File: src/fsw_pkg.sv
// Shared constants, register map and state types of the flash self-write block
package fsw_pkg;

    // ----------------------------------------------------------------
    // Geometry
    // ----------------------------------------------------------------
    localparam int WORD_W = 14;
    localparam int ROW_WORDS = 32;
    localparam int IDX_W = 5;
    localparam int ADDR_W = 15;
    localparam logic [IDX_W-1:0] LAST_IDX = 5'h1F;
    localparam logic [WORD_W-1:0] BLANK_WORD = 14'h3FFF;
    localparam logic [1:0] NOP_CYCLES = 2'h2;

    // ----------------------------------------------------------------
    // Register byte offsets
    // ----------------------------------------------------------------
    localparam logic [4:0] OFS_DATA_LOW = 5'h00;
    localparam logic [4:0] OFS_DATA_HIGH = 5'h04;
    localparam logic [4:0] OFS_ADDR_LOW = 5'h08;
    localparam logic [4:0] OFS_ADDR_HIGH = 5'h0C;
    localparam logic [4:0] OFS_CONTROL = 5'h10;
    localparam logic [4:0] OFS_UNLOCK = 5'h14;

    // ----------------------------------------------------------------
    // Control register fields and reset values
    // ----------------------------------------------------------------
    localparam int BIT_CONFIG_SPACE_SELECT = 6;
    localparam int BIT_LATCH_ONLY_SELECT = 5;
    localparam int BIT_FREE = 4;
    localparam int BIT_WRERR = 3;
    localparam int BIT_PROGRAM_ENABLE_BIT = 2;
    localparam int BIT_WR = 1;
    localparam int BIT_RD = 0;
    localparam logic [7:0] ADDR_LOW_RST = 8'h00;
    localparam logic [6:0] ADDR_HIGH_RST = 7'h00;
    localparam logic [7:0] DATA_LOW_RST = 8'h00;
    localparam logic [5:0] DATA_HIGH_RST = 6'h00;
    localparam logic [7:0] KEY_FIRST = 8'h55;
    localparam logic [7:0] KEY_SECOND = 8'hAA;

    // ----------------------------------------------------------------
    // Configuration space map (low address bits, bit 15 implied)
    // ----------------------------------------------------------------
    localparam logic [14:0] CFG_UID_FIRST = 15'h0000;
    localparam logic [14:0] CFG_UID_LAST = 15'h0003;
    localparam logic [14:0] CFG_DEVID_FIRST = 15'h0005;
    localparam logic [14:0] CFG_CONF_LAST = 15'h0009;

    typedef enum logic [2:0] {
        ST_IDLE = 3'h0,
        ST_NOP = 3'h1,
        ST_STREAM = 3'h2,
        ST_COMMIT = 3'h3,
        ST_WAIT = 3'h4,
        ST_RD1 = 3'h5,
        ST_RD2 = 3'h6
    } fsw_st_t;

    typedef struct packed {
        fsw_st_t st;
        logic [7:0] dat_lo;
        logic [5:0] dat_hi;
        logic [7:0] adr_lo;
        logic [6:0] adr_hi;
        logic config_space_select;
        logic latch_only_select;
        logic free;
        logic wrerr;
        logic program_enable_bit;
        logic wr;
        logic rd;
        logic key55;
        logic armed;
        logic [1:0] nop_cnt;
        logic [IDX_W-1:0] idx;
        logic strm_v;
        logic sel_valid;
        logic [ROW_WORDS-1:0] valid;
        logic ack;
        logic [31:0] rdata;
        logic flash_rd;
        logic prog;
        logic erase;
        logic skip;
        logic [ADDR_W-1:0] faddr;
    } fsw_state_t;

endpackage

File: src/fsw_latch_ram.sv
// Row of write latches held as a small memory with registered read data
`timescale 1ns/1ps
module fsw_latch_ram #(
    parameter int WIDTH = 14,
    parameter int DEPTH = 32,
    parameter int AW = 5
) (
    input wire logic clk_i,
    input wire logic resetn_i,
    input wire logic we_i,
    input wire logic [AW-1:0] waddr_i,
    input wire logic [WIDTH-1:0] wdata_i,
    input wire logic [AW-1:0] raddr_i,
    output logic [WIDTH-1:0] rdata_o
);

    logic [WIDTH-1:0] mem_r [DEPTH];

    initial
    begin
        if (DEPTH > (1 << AW))
        begin
            $error("fsw_latch_ram: depth exceeds address range");
        end
    end

    always_ff @(posedge clk_i)
    begin
        if (we_i)
        begin
            mem_r[waddr_i] <= wdata_i;
        end
    end

    always_ff @(posedge clk_i or negedge resetn_i)
    begin
        if (!resetn_i)
        begin
            rdata_o <= '0;
        end
        else
        begin
            rdata_o <= mem_r[raddr_i];
        end
    end

endmodule

File: src/fsw_top.sv
// Flash self-write access logic: registers, unlock, write latches, row program
`timescale 1ns/1ps
// How it works
// - Latch-only set: unlock plus start loads one latch, two forced no-ops, no stall.
// - Latch-only clear: start programs all latches at once, stalls until write ends.
// - Row of 32 latches picked by address bits 4:0; 0x1F is the last.
// - Config select one steers reads and writes to ID and configuration region.
// - Config read outside accessible ranges clears both data registers to zero.
// - User IDs read/write; device IDs and configuration words are read only.
// - After read start one instruction runs, the next is skipped, data then ready.
// - Data high holds word bits 13:8 low; top two bits read zero.
// - Data low holds bits 7:0, read/write, kept on non-power resets.
// - Address low holds bits 7:0, read/write, cleared on every reset.
// - Every row program or erase end returns all latches to blank.
// - Start bit set only by software and cleared by hardware at completion.
// - Program enable clear before the start write inhibits every program and erase cycle.
module fsw_top #(
    parameter int ROW_WORDS = 32
) (
    input wire logic CLK_I,
    input wire logic RESETN_I,
    input wire logic SYS_RESET_I,
    input wire logic [4:0] AVS_ADDRESS_I,
    input wire logic AVS_READ_I,
    input wire logic AVS_WRITE_I,
    input wire logic [31:0] AVS_WRITEDATA_I,
    input wire logic [3:0] AVS_BYTEENABLE_I,
    output logic [31:0] AVS_READDATA_O,
    output logic AVS_WAITREQUEST_O,
    output logic [14:0] FLASH_ADDR_O,
    output logic FLASH_CFG_O,
    output logic FLASH_RD_O,
    input wire logic [13:0] FLASH_RDATA_I,
    output logic FLASH_WE_O,
    output logic [13:0] FLASH_WDATA_O,
    output logic FLASH_PROG_O,
    output logic FLASH_ERASE_O,
    input wire logic FLASH_DONE_I,
    output logic CPU_STALL_O,
    output logic FORCE_NOP_O,
    output logic RD_SKIP_O
);

    fsw_pkg::fsw_state_t s_r;
    fsw_pkg::fsw_state_t s_nxt;
    logic [fsw_pkg::WORD_W-1:0] ram_rdata;
    logic ram_we;
    logic [fsw_pkg::IDX_W-1:0] ram_raddr;
    logic [fsw_pkg::ADDR_W-1:0] full_addr;

    initial
    begin
        if (ROW_WORDS != fsw_pkg::ROW_WORDS)
        begin
            $error("fsw_top: row size must match the latch row");
        end
    end

    // ----------------------------------------------------------------
    // Address decoding of the configuration region
    // ----------------------------------------------------------------
    function automatic logic cfg_readable(input logic [14:0] a);
        cfg_readable = (a <= fsw_pkg::CFG_UID_LAST) ||
            ((a >= fsw_pkg::CFG_DEVID_FIRST) && (a <= fsw_pkg::CFG_CONF_LAST));
    endfunction

    function automatic logic cfg_writable(input logic [14:0] a);
        cfg_writable = (a >= fsw_pkg::CFG_UID_FIRST) && (a <= fsw_pkg::CFG_UID_LAST);
    endfunction

    assign full_addr = {s_r.adr_hi, s_r.adr_lo};

    // ----------------------------------------------------------------
    // Write latch row
    // ----------------------------------------------------------------
    fsw_latch_ram #(
        .WIDTH(fsw_pkg::WORD_W),
        .DEPTH(fsw_pkg::ROW_WORDS),
        .AW(fsw_pkg::IDX_W)
    ) u_latches (
        .clk_i(CLK_I),
        .resetn_i(RESETN_I),
        .we_i(ram_we),
        .waddr_i(s_r.adr_lo[fsw_pkg::IDX_W-1:0]),
        .wdata_i({s_r.dat_hi, s_r.dat_lo}),
        .raddr_i(ram_raddr),
        .rdata_o(ram_rdata)
    );

    // ----------------------------------------------------------------
    // Next state
    // ----------------------------------------------------------------
    always_comb
    begin
        logic bus_wr;
        logic [7:0] wd;
        logic start_ok;
        logic cfg_block;
        bus_wr = 1'b0;
        wd = 8'h00;
        start_ok = 1'b0;
        cfg_block = 1'b0;
        s_nxt = s_r;
        ram_we = 1'b0;
        ram_raddr = s_r.idx;
        s_nxt.flash_rd = 1'b0;
        s_nxt.prog = 1'b0;
        s_nxt.erase = 1'b0;
        s_nxt.skip = 1'b0;
        s_nxt.strm_v = 1'b0;

        // Bus: one wait cycle, then the access completes
        s_nxt.ack = (AVS_READ_I || AVS_WRITE_I) && !s_r.ack;
        bus_wr = s_r.ack && AVS_WRITE_I && AVS_BYTEENABLE_I[0];
        wd = AVS_WRITEDATA_I[7:0];
        if ((AVS_READ_I || AVS_WRITE_I) && !s_r.ack)
        begin
            case (AVS_ADDRESS_I)
                fsw_pkg::OFS_DATA_LOW: s_nxt.rdata = {24'h000000, s_r.dat_lo};
                fsw_pkg::OFS_DATA_HIGH: s_nxt.rdata = {26'h0, s_r.dat_hi};
                fsw_pkg::OFS_ADDR_LOW: s_nxt.rdata = {24'h000000, s_r.adr_lo};
                fsw_pkg::OFS_ADDR_HIGH: s_nxt.rdata = {24'h000000, 1'b1, s_r.adr_hi};
                fsw_pkg::OFS_CONTROL: s_nxt.rdata = {24'h000000, 1'b1, s_r.config_space_select, s_r.latch_only_select,
                    s_r.free, s_r.wrerr, s_r.program_enable_bit, s_r.wr, s_r.rd};
                default: s_nxt.rdata = 32'h00000000;
            endcase
        end

        if (bus_wr)
        begin
            if (AVS_ADDRESS_I != fsw_pkg::OFS_UNLOCK)
            begin
                s_nxt.key55 = 1'b0;
                s_nxt.armed = 1'b0;
            end
            case (AVS_ADDRESS_I)
                fsw_pkg::OFS_DATA_LOW: s_nxt.dat_lo = wd;
                fsw_pkg::OFS_DATA_HIGH: s_nxt.dat_hi = wd[5:0];
                fsw_pkg::OFS_ADDR_LOW: s_nxt.adr_lo = wd;
                fsw_pkg::OFS_ADDR_HIGH: s_nxt.adr_hi = wd[6:0];
                fsw_pkg::OFS_UNLOCK:
                begin
                    s_nxt.key55 = (wd == fsw_pkg::KEY_FIRST);
                    s_nxt.armed = s_r.key55 && (wd == fsw_pkg::KEY_SECOND);
                end
                fsw_pkg::OFS_CONTROL:
                begin
                    s_nxt.config_space_select = wd[fsw_pkg::BIT_CONFIG_SPACE_SELECT];
                    s_nxt.latch_only_select = wd[fsw_pkg::BIT_LATCH_ONLY_SELECT];
                    s_nxt.program_enable_bit = wd[fsw_pkg::BIT_PROGRAM_ENABLE_BIT];
                    s_nxt.wrerr = wd[fsw_pkg::BIT_WRERR];
                    if (s_r.st == fsw_pkg::ST_IDLE)
                    begin
                        s_nxt.free = wd[fsw_pkg::BIT_FREE];
                    end
                    if (wd[fsw_pkg::BIT_WR] && !s_r.wr)
                    begin
                        start_ok = s_r.armed && s_r.program_enable_bit && (s_r.st == fsw_pkg::ST_IDLE);
                        s_nxt.wrerr = !start_ok;
                    end
                    if (wd[fsw_pkg::BIT_RD] && !s_r.rd && !s_r.wr &&
                        (s_r.st == fsw_pkg::ST_IDLE))
                    begin
                        s_nxt.rd = 1'b1;
                        s_nxt.st = fsw_pkg::ST_RD1;
                    end
                end
                default:
                begin
                end
            endcase
        end

        // Accepted start: load the addressed latch unless erasing or the config address is not writable
        if (start_ok)
        begin
            s_nxt.wr = 1'b1;
            s_nxt.free = wd[fsw_pkg::BIT_FREE];
            cfg_block = wd[fsw_pkg::BIT_CONFIG_SPACE_SELECT] && !cfg_writable(full_addr);
            if (!wd[fsw_pkg::BIT_FREE] && !cfg_block)
            begin
                ram_we = 1'b1;
                s_nxt.valid[s_r.adr_lo[fsw_pkg::IDX_W-1:0]] = 1'b1;
            end
            s_nxt.nop_cnt = 2'h0;
            s_nxt.st = fsw_pkg::ST_NOP;
        end

        // ----------------------------------------------------------------
        // Sequencer
        // ----------------------------------------------------------------
        case (s_r.st)
            fsw_pkg::ST_IDLE:
            begin
            end
            fsw_pkg::ST_NOP:
            begin
                s_nxt.nop_cnt = s_r.nop_cnt + 2'h1;
                if (s_r.nop_cnt == fsw_pkg::NOP_CYCLES - 2'h1)
                begin
                    s_nxt.idx = '0;
                    if (s_r.config_space_select && !cfg_writable(full_addr))
                    begin
                        s_nxt.wr = 1'b0;
                        s_nxt.valid = '0;
                        s_nxt.st = fsw_pkg::ST_IDLE;
                    end
                    else if (s_r.free)
                    begin
                        s_nxt.erase = 1'b1;
                        s_nxt.faddr = full_addr;
                        s_nxt.st = fsw_pkg::ST_WAIT;
                    end
                    else if (s_r.latch_only_select)
                    begin
                        s_nxt.wr = 1'b0;
                        s_nxt.st = fsw_pkg::ST_IDLE;
                    end
                    else
                    begin
                        s_nxt.st = fsw_pkg::ST_STREAM;
                    end
                end
            end
            fsw_pkg::ST_STREAM:
            begin
                s_nxt.strm_v = 1'b1;
                s_nxt.sel_valid = s_r.valid[s_r.idx];
                s_nxt.faddr = {s_r.adr_hi, s_r.adr_lo[7:fsw_pkg::IDX_W], s_r.idx};
                s_nxt.idx = s_r.idx + 5'h01;
                if (s_r.idx == fsw_pkg::LAST_IDX)
                begin
                    s_nxt.st = fsw_pkg::ST_COMMIT;
                end
            end
            fsw_pkg::ST_COMMIT:
            begin
                s_nxt.prog = 1'b1;
                s_nxt.st = fsw_pkg::ST_WAIT;
            end
            fsw_pkg::ST_WAIT:
            begin
                if (FLASH_DONE_I)
                begin
                    s_nxt.wr = 1'b0;
                    s_nxt.free = 1'b0;
                    s_nxt.valid = '0;
                    s_nxt.st = fsw_pkg::ST_IDLE;
                end
            end
            fsw_pkg::ST_RD1:
            begin
                if (s_r.config_space_select && !cfg_readable(full_addr))
                begin
                    s_nxt.dat_lo = 8'h00;
                    s_nxt.dat_hi = 6'h00;
                    s_nxt.rd = 1'b0;
                    s_nxt.skip = 1'b1;
                    s_nxt.st = fsw_pkg::ST_IDLE;
                end
                else
                begin
                    s_nxt.flash_rd = 1'b1;
                    s_nxt.faddr = full_addr;
                    s_nxt.st = fsw_pkg::ST_RD2;
                end
            end
            fsw_pkg::ST_RD2:
            begin
                s_nxt.dat_lo = FLASH_RDATA_I[7:0];
                s_nxt.dat_hi = FLASH_RDATA_I[13:8];
                s_nxt.rd = 1'b0;
                s_nxt.skip = 1'b1;
                s_nxt.st = fsw_pkg::ST_IDLE;
            end
            default:
            begin
                s_nxt.st = fsw_pkg::ST_IDLE;
            end
        endcase

        // Non-power reset: control (except WRERR) and address clear, data kept
        if (SYS_RESET_I)
        begin
            s_nxt.st = fsw_pkg::ST_IDLE;
            s_nxt.adr_lo = fsw_pkg::ADDR_LOW_RST;
            s_nxt.adr_hi = fsw_pkg::ADDR_HIGH_RST;
            s_nxt.config_space_select = 1'b0;
            s_nxt.latch_only_select = 1'b0;
            s_nxt.free = 1'b0;
            s_nxt.program_enable_bit = 1'b0;
            s_nxt.wr = 1'b0;
            s_nxt.rd = 1'b0;
            s_nxt.key55 = 1'b0;
            s_nxt.armed = 1'b0;
            s_nxt.valid = '0;
            s_nxt.prog = 1'b0;
            s_nxt.erase = 1'b0;
            s_nxt.flash_rd = 1'b0;
            s_nxt.skip = 1'b0;
            s_nxt.strm_v = 1'b0;
            ram_we = 1'b0;
        end
    end

    // ----------------------------------------------------------------
    // State register
    // ----------------------------------------------------------------
    always_ff @(posedge CLK_I or negedge RESETN_I)
    begin
        if (!RESETN_I)
        begin
            s_r <= '0;
            s_r.st <= fsw_pkg::ST_IDLE;
            s_r.dat_lo <= fsw_pkg::DATA_LOW_RST;
            s_r.dat_hi <= fsw_pkg::DATA_HIGH_RST;
            s_r.adr_lo <= fsw_pkg::ADDR_LOW_RST;
            s_r.adr_hi <= fsw_pkg::ADDR_HIGH_RST;
        end
        else
        begin
            s_r <= s_nxt;
        end
    end

    // ----------------------------------------------------------------
    // Outputs
    // ----------------------------------------------------------------
    assign AVS_READDATA_O = s_r.rdata;
    assign AVS_WAITREQUEST_O = (AVS_READ_I || AVS_WRITE_I) && !s_r.ack;
    assign FLASH_ADDR_O = s_r.faddr;
    assign FLASH_CFG_O = s_r.config_space_select;
    assign FLASH_RD_O = s_r.flash_rd;
    assign FLASH_WE_O = s_r.strm_v;
    assign FLASH_WDATA_O = s_r.sel_valid ? ram_rdata : fsw_pkg::BLANK_WORD;
    assign FLASH_PROG_O = s_r.prog;
    assign FLASH_ERASE_O = s_r.erase;
    assign FORCE_NOP_O = (s_r.st == fsw_pkg::ST_NOP);
    assign CPU_STALL_O = (s_r.st == fsw_pkg::ST_STREAM) || (s_r.st == fsw_pkg::ST_COMMIT) ||
        (s_r.st == fsw_pkg::ST_WAIT);
    assign RD_SKIP_O = s_r.skip;

endmodule

File: config.mk
export PLATFORM = sky130hd
export DESIGN_NAME = fsw_top
export DESIGN_NICKNAME = d
export VERILOG_FILES = /design/src/fsw_pkg.sv /design/src/fsw_latch_ram.sv /design/src/fsw_top.sv
export SDC_FILE = /design/constraint.sdc
export NUM_CORES = 1
export LEC_CHECK = 0
export BUFFER_PORTS_ARGS = -buffer_cell sky130_fd_sc_hd__buf_2
export CORE_ASPECT_RATIO = 1.5
export CORE_MARGIN = 1
export CORE_UTILIZATION = 40
export DETAILED_ROUTE_END_ITERATION = 7
export MAX_ROUTING_LAYER = met4
export PLACE_DENSITY = 0.6
export SLEW_MARGIN = 10
export SYNTH_ARGS = -nofsm -noshare
export SYNTH_HDL_FRONTEND = slang
export SYNTH_HIERARCHICAL = 1
export SYNTH_SLANG_ARGS = --single-unit
File: constraint.sdc
create_clock -name CLK_I -period 8 [get_ports CLK_I]
set_clock_uncertainty 0.05 [all_clocks]
set_input_delay 1.2 -clock CLK_I [delete_from_list [all_inputs] [get_ports CLK_I]]
set_output_delay 1.2 -clock CLK_I [all_outputs]
set_load 0.005 [all_outputs]
# ---- Yosys cells after proc, flatten, opt, wreduce, memory -nomap -nowiden
# Memories as Yosys holds them, arrays and structs flattened. A register that Yosys moved wholly into a read port is not among the register bits.
# Index checks and enable logic that the tools add are counted.
dict set report totals {
  output_inout_bits 70
  n_memories 1
  ramBits 448
  input_bits 61
  latchBits 0
  mem_bits_ro 0
  reg_bits 134
}
dict set report classes {
  bitwise 1
  div_mod_pow 0
  n_eq_ne 20
  n_mul 0
  n_shift 0
  muxes 83
  magnitude_cmp 7
  add_sub_neg 2
  reduce_logical 47
}
# name words width read_ports rd_clocked_by_memory_dff wr line
set mem_list {}
lappend mem_list {u_latches.mem_r 32 14 1 1 1 fsw_latch_ram.sv:17} ;# logic [WIDTH-1:0] mem_r [DEPTH];
# op n
set op_table {}
lappend op_table {{$mux 32} 6}
lappend op_table {{$pmux 32 s2} 1}
lappend op_table {{$mux 15} 4}
lappend op_table {{$pmux 15 s3} 1}
lappend op_table {{$pmux 8 s5} 1}
lappend op_table {{$mux 37} 1}
lappend op_table {{$mux 1} 33}
lappend op_table {{$mux 3} 11}
lappend op_table {{$or 32x32->32} 1}
lappend op_table {{$mux 14} 2}
lappend op_table {{$pmux 14 s2} 1}
lappend op_table {{$mux 18} 1}
lappend op_table {{$pmux 3 s6} 1}
lappend op_table {{$logic_and 1x1->1} 17}
lappend op_table {{$mux 8} 2}
lappend op_table {{$eq 5x5->1 const B} 3}
lappend op_table {{$ge 15x1->1 const B} 1}
lappend op_table {{$ge 15x3->1 const B} 1}
lappend op_table {{$le 15x2->1 const B} 1}
lappend op_table {{$le 15x4->1 const B} 1}
lappend op_table {{$mux 5} 3}
lappend op_table {{$lt 5x6->1 const B} 2}
lappend op_table {{$mux 2} 6}
lappend op_table {{$reduce_and 2->1} 6}
lappend op_table {{28 further kinds} 53}

# ---- Logic depth before layout (Yosys ltp)
# Gate-level depths: netlist (run 1).
dict set report logic_depth {
  word_depth 12
  mapped_depth 9
  ltp_nobuf 8
}

# ---- Modules after synthesis
# The synthesis (run 1) kept the hierarchy.
# module seq_area_each_um2 n_inst cells_per_inst area_each_um2
set modules_own_cells {}
lappend modules_own_cells {fsw_latch_ram 13803.2 1 1006 18081.1}
lappend modules_own_cells {fsw_top 2752.6 1 610 5965.7}

# ---- Least setup slack after synthesis (run 1)
# Ideal clock, no wire load.
dict set report synth_path {
  path_kind {input-to-reg}
  startpoint {input AVS_BYTEENABLE_I[0]}
  endpoint {memory u_latches.mem_r[28][0], enable pin}
  setup_time_ps 384
  cell_stages 8
  setup_slack_ps 3875
  arrival_ps 3691
  required_time_ps 7566
  cell_sequence {and3_1 > buf_2 > nand3_1 > nand2b_1 > nor4_1 > or3b_2 > clkbuf_1 > nor2_1}
}
dict set report synth_via {
  elab_chain_cells 6
}
# element line
set synth_rtl {}
lappend synth_rtl {{from (decl)} fsw_top.sv:27} ;# input wire logic [3:0] AVS_BYTEENABLE_I,
lappend synth_rtl {{$logic_and 1x1->1} fsw_top.sv:114} ;# bus_wr = s_r.ack && AVS_WRITE_I && AVS_BYTEENABLE_I[0];
lappend synth_rtl {{$mux 1} fsw_top.sv:129} ;# if (bus_wr)
lappend synth_rtl {{$mux 1} fsw_top.sv:175} ;# if (start_ok)
lappend synth_rtl {{$mux 1} fsw_top.sv:283} ;# if (SYS_RESET_I)
lappend synth_rtl {{net ram_we} fsw_top.sv:47} ;# logic ram_we;
lappend synth_rtl {{$mux 1} fsw_latch_ram.sv:29} ;# if (we_i)
lappend synth_rtl {{$mux 1 (implied by the code)} fsw_latch_ram.sv:31} ;# mem_r[waddr_i] <= wdata_i;
lappend synth_rtl {{to (decl)} fsw_latch_ram.sv:17}
# The timed path passes the listed nets, and every way through them passes these cells.

# ---- Worst setup path after layout (run 1)
dict set report layout_path {
  startpoint {input AVS_ADDRESS_I[3]}
  endpoint {memory u_latches.mem_r[29][7], enable pin}
}
dict set report layout_via {
  elab_chain_cells 7
}
# element line
set layout_rtl {}
lappend layout_rtl {{from (decl)} fsw_top.sv:23} ;# input wire logic [4:0] AVS_ADDRESS_I,
lappend layout_rtl {{$eq 5x5->1} fsw_top.sv:136} ;# case (AVS_ADDRESS_I)
lappend layout_rtl {{$mux 1} fsw_top.sv:136}
lappend layout_rtl {{$mux 1} fsw_top.sv:129}
lappend layout_rtl {{$mux 1} fsw_top.sv:175}
lappend layout_rtl {{$mux 1} fsw_top.sv:283}
lappend layout_rtl {{net ram_we} fsw_top.sv:47}
lappend layout_rtl {{$mux 1} fsw_latch_ram.sv:29}
lappend layout_rtl {{$mux 1 (implied by the code)} fsw_latch_ram.sv:31}
# The timed path passes the listed nets, and every way through them passes these cells.

==> results of run 1 <==
-- flip-flops by register name, indices dropped and copies added, names as in the netlist, 5 cells and up --
| register | count |
|---|---|
| AVS_READDATA_O | 8 |
| FLASH_ADDR_O | 15 |
| full_addr | 15 |
| ram_raddr | 5 |
| s_r | 61 |
| u_latches/mem_r | 448 |
| u_latches/rdata_o | 14 |
-- cell type report --
class,instances,area share
clock buffers,71,0.0558
clock inverters,31,0.0119
well taps,777,0.0365
flip-flops and latches,572,0.622
inverters,9,0.00127
multi-input cells,913,0.246
repair buffers,120,0.0270
-- layout by cell type (no fill, tap or decap), drive strengths merged, types with 39 or more instances in the layout --
| cell type | n |
|---|---|
| a21oi | 39 |
| a22oi | 56 |
| a31oi | 49 |
| buf | 120 |
| clkbuf | 71 |
| dfrtp | 124 |
| edfxtp | 448 |
| mux2i | 258 |
| nand2 | 76 |
| nand3 | 70 |
| nor2 | 110 |
| o21ai | 39 |
-- power by group --
part / internal, mW / switching [mW] / total (mW)
clock: 1.48 / 1.11 / 2.58
combinational: 0.169 / 0.295 / 0.464
sequential: 3.28 / 0.0531 / 3.33
-- through the flow --
step	cell area, um2	cells	util
final	26600	2493	0.450
after global routing	26600	2493	0.450
after CTS	26600	2493	0.450
after detailed placement	24800	2391	0.419
after global placement	24800	2391	0.419
after floorplan	24100	1639	-
-- per-layer routing --
layer | track usage | part of all wire
met5 | - | 0
met1 | 0.230 | 0.40
met4 | 0.0718 | 0.034
met2 | 0.332 | 0.52
met3 | 0.0257 | 0.043
-- logic make-up after synthesis --
| group | synth area share |
|---|---|
| flops | 0.688 |
| simple gates | 0.0785 |
| mux | 0.122 |
| compound gates | 0.0646 |
| buf+inv | 0.0446 |
| fa+ha+maj | 0.00156 |
| other cells | 0.000156 |
-- cells in the mapped netlist, types with 3 or more instances --
| library cell | n |
|---|---|
| a221oi_1 | 7 |
| mux2i_1 | 258 |
| o21ai_0 | 18 |
| nand2b_1 | 19 |
| a21oi_1 | 39 |
| a22o_1 | 30 |
| clkbuf_1 | 38 |
| nor2b_1 | 8 |
| o21ai_1 | 21 |
| buf_12 | 7 |
| a31oi_1 | 49 |
| a311oi_1 | 3 |
| and3_1 | 5 |
| buf_4 | 52 |
| nor2_1 | 108 |
| buf_2 | 26 |
| or3b_2 | 3 |
| nor3_1 | 21 |
| nor4_1 | 5 |
| mux2_4 | 10 |
| nand2_1 | 75 |
| edfxtp_1 | 448 |
| and2_1 | 4 |
| nand3b_1 | 7 |
| inv_1 | 8 |
| a22oi_1 | 56 |
| ha_1 | 3 |
| nor3b_1 | 6 |
| mux4_2 | 9 |
| dfrtp_1 | 124 |
| nand4_1 | 24 |
| nand3_1 | 70 |
| buf_6 | 19 |
| nor3_2 | 3 |
| or3_1 | 3 |
-- path summary, 6_finish.rpt --
path / endpoint / slack (ns) / cells past startpoint
worst max-delay path: u_latches/mem_r[29][7] / 3.04 / 7
worst min-delay path: AVS_READDATA_O[6] / 0.44 / 2
worst max register to register: u_latches/mem_r[29][7] / 3.59 / 6
worst min register to register: AVS_READDATA_O[6] / 0.44 / 2
max in group asynchronous: ram_raddr[0] / 5.78 / 2
min in group asynchronous: AVS_READDATA_O[7] / 0.57 / 1
-- worst register-to-register path, delay by kind of cell, from the launching register on --
family | cells | cell delay, ns
and+or+nand+nor | 6 | 3.56
DFF | 1 | 0.36
==> run metrics, run 1 <==
sequential cell area fraction in the yosys report 0.688; CP cell instances buf_2 -> nor2_2 -> nand3_1 -> nand2b_1 -> nor4_1 -> nand3b_1 -> nor2_1; H-tree lvl count 2; largest net degree at the start of global routing approximately 140; max-cap violations 0; Antenna Nets Post-Route 0; Slowest cell on crit path nor2_1; Synth Warn # 6; filler cell count 5264; Layout Nets 1734; Critical Path End Type register; Synth Area per Inst roughly 15 um2; hold path startpoint AVS_READDATA_O[6]; Synth area leaders edfxtp_1 (56%), dfrtp_1 (13%), mux2i_1 (11%); HPWL after DPL between 30 and 40 mm; first-pass GRT wire length 85.2 mm; Ports ~130; CTS Hold Bufs 0; relative slew slack 0.172; Die Height ~300 um; Least-Margin Pin Slew 1.24 ns; crit path launch type primary input; synthesized instance count 1616; Clock Latency Late Sink about 0.63 ns; port bufs 79; count of cell types in the netlist 62; peak supply drop 0.159 mV; setup ws final 3.04 ns; Residual DRC 0; fin. max-slew vios 0; Final Total Pwr 6.38 mW; Iteration-0 DRC Markers 1043; Area growth syn-to-layout 10.8%; Die Span X 202 um; final number of hold-violating endpoints 0; Main synth FF type edfxtp_1; Wirelength per Cell between 20 and 25 um; Post-synth EDFFs 448; total routed wirelength between 50 and 60 mm; status completed; # setup viols final 0; Max Fclk 202 MHz; vias per cell 5.46; Final Cycle Share 0.620; Initial Utilization 0.406; DIE AREA 61100 um2; CP Buf/Inv Count 1; drt pass-1 iters 5; total CTS buffers 54; CP top delay family simple AND/OR/NAND/NOR gates; Post-CTS Resized 0; layout cells sized above 1 0.150; Via Count 13600; setup TNS 0 ns; multi-input logic area 6550 um2; top cell type by total area after synthesis edfxtp_1; slowest stage delay, CP ~1.2 ns; Pwr per Cell Area 240 nW/um2; Crit Path Class primary input to register; RSZ-0062 raised after global routing false; Synth Cell Area 24000 um2; fin crit period 4.96 ns; gr usage total 0.193; initial antenna violation count 0; core region area 59200 um2; top cell type's share of synthesized area 0.559; CTS clk-pin slew, worst paths 0.06 ns; critical path arrival 5.12 ns; clock sinks 572; P_leak 9.55 nW; vias in the first global route 13700; WHS 0.441 ns; GRT overflow 0; antenna cells 0; worst min path class register to register; clock buffer depth 3; GPL Wtd Cong 0.834; CP Max Fanout 17; #FFs+latches synth 572; Setup WS pre-CTS 2.45 ns; post-CTS repair timing setup buffer count 0; WP data required 8.16 ns; Critical Path Source AVS_ADDRESS_I[3]; FF+latch area roughly 17000 um2; # rows ~110; TritonCTS clock tree done; reg2reg start s_r[51]; CTS root buffer clkbuf_16; Synth async-reset ratio 0.217
No activity file was read; power rests on OpenSTA's default activity.
==> run 2, diff against run 1 <==
- ABC_AREA: not set -> 1
- clock period: 8 -> 4.6 ns (I/O delays scaled with it)
==> run metrics, run 2 <==
Post-synth top cells nand2_1 (813), edfxtp_1 (448), nand3_1 (390); Least-Margin Pin Slew 1.01 ns; Initial Utilization 0.407; setup ws final between 1 and 1.5 ns; count of cell types in the netlist 43; fin. max-slew vios 0; Crit Path Class register to register; WHS 0.108 ns; relative slew slack 0.328; sequential cell area fraction in the yosys report 0.662; CP Max Fanout 33; CTS root buffer clkbuf_16; top cell type by total area after synthesis edfxtp_1; commonest non-fill, non-tap cell in the layout nand2_1; vias in the first global route 16800; Ports 131; r2r setup slk 1.13 ns; Non-Filler Instances 3272; TritonCTS clock tree done; synthesized instance count roughly 2400; Setup WS pre-CTS 1.10 ns; Via Count roughly 17000; vias per cell 5.24; WP data required 4.85 ns; Reg with most FFs u_latches/mem_r; CTS clk-pin slew, worst paths 0.07 ns; GPL Wtd Cong 0.908; Final Total Pwr roughly 11 mW; Synth Warn # 6; critical path arrival 3.71 ns; # setup viols final 0; met2 Usage GRT 0.369; Wirelength per Cell between 20 and 25 um; most frequent cells in the layout nand2_1 (813), edfxtp_1 (448), nand3_1 (390); crit path launch type register; clock sinks 572; core region area just over 60000 um2; peak supply drop 0.321 mV; DIE AREA 63500 um2; Synth Cell Area 25000 um2; antenna cells 0; Area growth syn-to-layout 10.4%; number of flip-flops in the largest register between 400 and 500; largest net degree at the start of global routing 225; final number of hold-violating endpoints 0; Clock Latency Late Sink around 0.6 ns; Die Span X roughly 210 um; Pwr per Cell Area 413 nW/um2; Synth Area per Inst 10.4 um2; multi-input logic area 6900 um2; global routing's busiest layer met2; H-tree lvl count 2; most frequent cell after synthesis nand2_1; Critical Path End Type register; filler cell count 5722; post-CTS repair timing setup buffer count 0; worst min path class primary input to async pin; first-pass GRT wire length between 100 and 150 mm; clock buffer depth 3; gr usage total 0.217; FF+latch area 16600 um2; RSZ-0062 raised after global routing false; layout cells sized above 1 0.114; M1 GR Usage 0.257; Synth async-reset ratio 0.217; Residual DRC 0; P_leak 10.7 nW; port bufs between 70 and 80; Synth area leaders edfxtp_1 (54%), dfrtp_1 (12%), nand2_1 (12%); #FFs+latches synth between 500 and 600; fin crit period 3.47 ns; setup TNS 0 ns; Layout Nets 2504; Max Fclk between 200 and 300 MHz; number of instances in the placed design 3176; max-cap violations 0; Main synth FF type edfxtp_1; initial antenna violation count 0; GRT overflow 0; # rows 111; Top Registers u_latches/mem_r: 448 flops, s_r: 61 flops; M3 GR Usage 0.0212; Final Cycle Share 0.754; drt pass-1 iters 7; Iteration-0 DRC Markers 1425; HPWL after DPL 42.0 mm; top cell type's share of synthesized area 0.538; CTS Hold Bufs 0; Antenna Nets Post-Route 0; total routed wirelength roughly 66 mm; Post-synth EDFFs 448; Die Height 308 um; total CTS buffers 53; Post-CTS Resized 0; status completed
==> run 2: cell count changes in the layout (fill, tap and decap cells not counted), sizes merged, moves of 12 or more <==
cell / before / now
nand2b: 19 / 0
inv: 11 / 128
a22oi: 56 / 1
nand3: 70 / 391
nor3: 25 / 5
a31oi: 49 / 0
o21ai: 39 / 90
nand4: 24 / 43
a22o: 30 / 0
buf: 120 / 132
mux2i: 258 / 0
nand2: 76 / 819
==> run 2: cell families (layout without fill, tap and decap cells) <==
family,count (synthesis),in the layout,share of synthesized area
buffers and inverters,303,359,0.0653
muxes,1,1,0.000450
adders and majority gates,3,3,0.00150
AOI/OAI and AO/OA,153,153,0.0368
xor gates and xnor gates,1,1,0.000350
other,1,24,0.000150
and+or+nand+nor,1368,1368,0.233
DFF,572,572,0.662
==> run 2: path summary, 6_finish.rpt <==
| kind | startpoint | end | depth (start not counted) |
|---|---|---|---|
| worst max register to register | full_addr[4] | u_latches/mem_r[12][12] | 11 |
| min in group CLK_I | FLASH_RDATA_I[6] | s_r[129] | 3 |
| worst min-delay path | RESETN_I | RD_SKIP_O | 1 |
| worst min register to register | AVS_READDATA_O[7] | AVS_READDATA_O[7] | 2 |
| worst max-delay path | full_addr[4] | u_latches/mem_r[12][12] | 11 |
| max in group asynchronous | RESETN_I | s_r[63] | 2 |
==> run 2: metrics by stage <==
| step | utilization | cell area [um2] |
|---|---|---|
| after floorplan | - | 25100 |
| after global placement | 0.420 | 25800 |
| after detailed placement | 0.420 | 25800 |
| after CTS | 0.450 | 27600 |
| after global routing | 0.450 | 27600 |
| final | 0.450 | 27600 |
==> run 2: power breakdown <==
group | switching [mW] | internal, mW | leakage, nW | total [mW]
combinational | 0.615 | 0.207 | 4.13 | 0.822
sequential | 0.205 | 5.78 | 5.70 | 5.98
clock | 1.92 | 2.66 | 0.873 | 4.58
==> run 2: area by class of cell <==
class	count	share of cell area
Clock buffer	64	0.0515
Sequential cell	572	0.601
Tap cell	791	0.0359
Clock inverter	32	0.0143
Timing Repair Buffer	132	0.0299
Multi-Input combinational cell	1550	0.250
Inverter	131	0.0181
==> run 2: worst max-delay path: stages, from the launching register on <==
cell and delay, ns:
dfrtp_1 0.56, inv_2 0.21, nand2_1 0.08, nor2_2 0.14, nand3_2 0.11, nand2_2 0.07, buf_4 0.33, nand3_1 0.12
nor2_1 0.31, nand3_1 0.56, nor2_1 0.30, buf_4 0.28
==> run 2: metal layers <==
metal,vias to the layer above,wire (um)
met5,-,0
met4,0,3260
met2,533,34000
met1,8348,25800
met3,133,2970
li1,8142,-
==> run 3, diff against run 2 <==
- PLACE_DENSITY: 0.6 -> 0.62
- clock period: 4.6 -> 2.83 ns (I/O delays scaled with it)
==> run metrics, run 3 (synthesis gave the netlist of run 2 again) <==
status completed; critical path arrival 2.89 ns; Top Registers u_latches/mem_r: 448 flops, s_r: 61 flops; combinational group share of total power 0.087; WP data required 3.07 ns; Wirelength per Cell 20.0 um; Post-CTS Resized 0; max layer used met4; DIE AREA 63500 um2; vias per cell 5.25; Critical Path End Type register; Slowest cell on crit path dfrtp_1; # setup viols final 0; first-pass GRT wire length approximately 100 mm; Layout Nets 2538; Clock Power Share 0.400; clock sinks 572; CTS clk-pin slew, worst paths 0.06 ns; relative slew slack 0.368; vias in the first global route 17400; total routed wirelength 66.1 mm; Setup WS pre-CTS 0.0967 ns; Reg with most FFs u_latches/mem_r; setup ws final 0.180 ns; port bufs 79; filler cell count 5702; initial antenna violation count 0; Final Core Density 0.458; NetSw 4.52 mW; CP Max Fanout 14; Finished Cell Area 28100 um2; Final Total Pwr approximately 19 mW; Via Count about 17000; Post-DP Area 26300 um2; HPWL after DPL 42.1 mm; fin. max-slew vios 0; Least-Margin Pin Slew roughly 0.95 ns; GRT overflow 0; number of flip-flops in the largest register 448; Initial Utilization 0.407; Ports around 130; CP top delay family simple AND/OR/NAND/NOR gates; # rows 111; Die Height 308 um; CP Buf/Inv Count 4; P_int 14.0 mW; fin crit period about 2.6 ns; gr usage total 0.217; GPL Wtd Cong 0.931; TritonCTS clock tree done; Area growth syn-to-layout 12.4%; drt pass-1 iters 7; DR WL met2 34.1 mm; setup TNS 0 ns; Crit Path Class register to register; commonest non-fill, non-tap cell in the layout nand2_1; Clock Latency Late Sink about 0.6 ns; CP cell instances inv_2 -> nand2_1 -> nor2_2 -> nand4_4 -> clkinv_2 -> nand3_1 -> nor2_1 -> nand3_1 -> buf_4 -> nor2_1 -> buf_12; antenna cells 0; crit path launch type register; P_leak 11.0 nW; layout cells sized above 1 0.127; core region area 61400 um2; clock buffer depth 3; total CTS buffers 53; M1 WL roughly 26 mm; Die Span X 206 um; Antenna Nets Post-Route 0; worst min path class primary input to register; H-tree lvl count 2; RSZ-0062 raised after global routing false; peak supply drop 0.493 mV; Pwr per Cell Area between 600 and 700 nW/um2; switch share 0.244; CTS root buffer clkbuf_16; Iteration-0 DRC Markers between 1000 and 1500; Max Fclk 377 MHz; max-cap violations 0; largest net degree at the start of global routing roughly 170; WL met3 3.03 mm; Final Cycle Share 0.936; most frequent cells in the layout nand2_1 (813), edfxtp_1 (448), nand3_1 (390); slowest stage delay, CP 0.42 ns; Residual DRC 0; final number of hold-violating endpoints 0; Reg power frac 0.513
## run 3: changes by cell type in the layout (fill, tap and decap cells not counted), moves of 2 or more
cell       delta
buf_12       +20
buf_4        +13
clkinv_2     +10
dfrtp_1       +7
dfrtp_2       -7
clkbuf_1      -4
clkinv_1      -4
clkbuf_16     -2
inv_6         +2
## run 3: metal layers
metal | global-route usage | up-vias
met1 | 0.250 | 8451
met3 | 0.0190 | 151
met2 | 0.378 | 565
met4 | 0.103 | 0
li1 | - | 8218
met5 | - | -
## run 3: power groups by stage
stage / clock, mW / sequential [mW] / combinational (mW)
after floorplan: 0 / 9.74 / 0.903
after global placement: 0 / 9.67 / 1.58
after detailed placement: 0 / 9.67 / 1.61
after CTS: 7.55 / 9.49 / 1.62
after global routing: 7.81 / 9.50 / 1.77
final: 7.42 / 9.49 / 1.61
## run 3: path summary, 6_finish.rpt
kind	startpoint	to	slack [ns]	cells after the start
worst max-delay path	s_r[132]	u_latches/mem_r[5][8]	0.18	11
worst min-delay path	FLASH_RDATA_I[2]	s_r[125]	0.04	3
worst max register to register	s_r[132]	u_latches/mem_r[5][8]	0.18	11
worst min register to register	FLASH_ADDR_O[9]	FLASH_ADDR_O[9]	0.44	2
max in group asynchronous	RESETN_I	s_r[62]	1.70	3
min in group asynchronous	RESETN_I	s_r[132]	0.36	2
## run 3: what timing repair did
action,in CTS,in global routing
endpoints found under the hold margin,56,0
endpoints found under the setup margin,0,0
setup buffers,0,0
hold buffers,1,0
## run 3: cell type report
class / count / area [um2] / share of cell area
multi-input combinational: 1550 / 6900 / 0.246
timing repair buffer: 166 / 1330 / 0.0474
clock buffer: 58 / 1360 / 0.0482
clock inverter: 41 / 452 / 0.0161
inverter: 131 / 499 / 0.0178
tap: 791 / 990 / 0.0352
sequential: 572 / 16600 / 0.590
## run 3: tightest hold or removal path: stages
cell and delay, ns:
buf_2 0.10, inv_1 0.04, o21ai_0 0.07
## run 3: metrics by stage
step	hold slack (ns)	cells
final	0.0419	3309
after global routing	0.0390	3309
after CTS	0.0122	3309
after detailed placement	0.423	3209
after global placement	0.414	3209
after floorplan	0.0789	2425
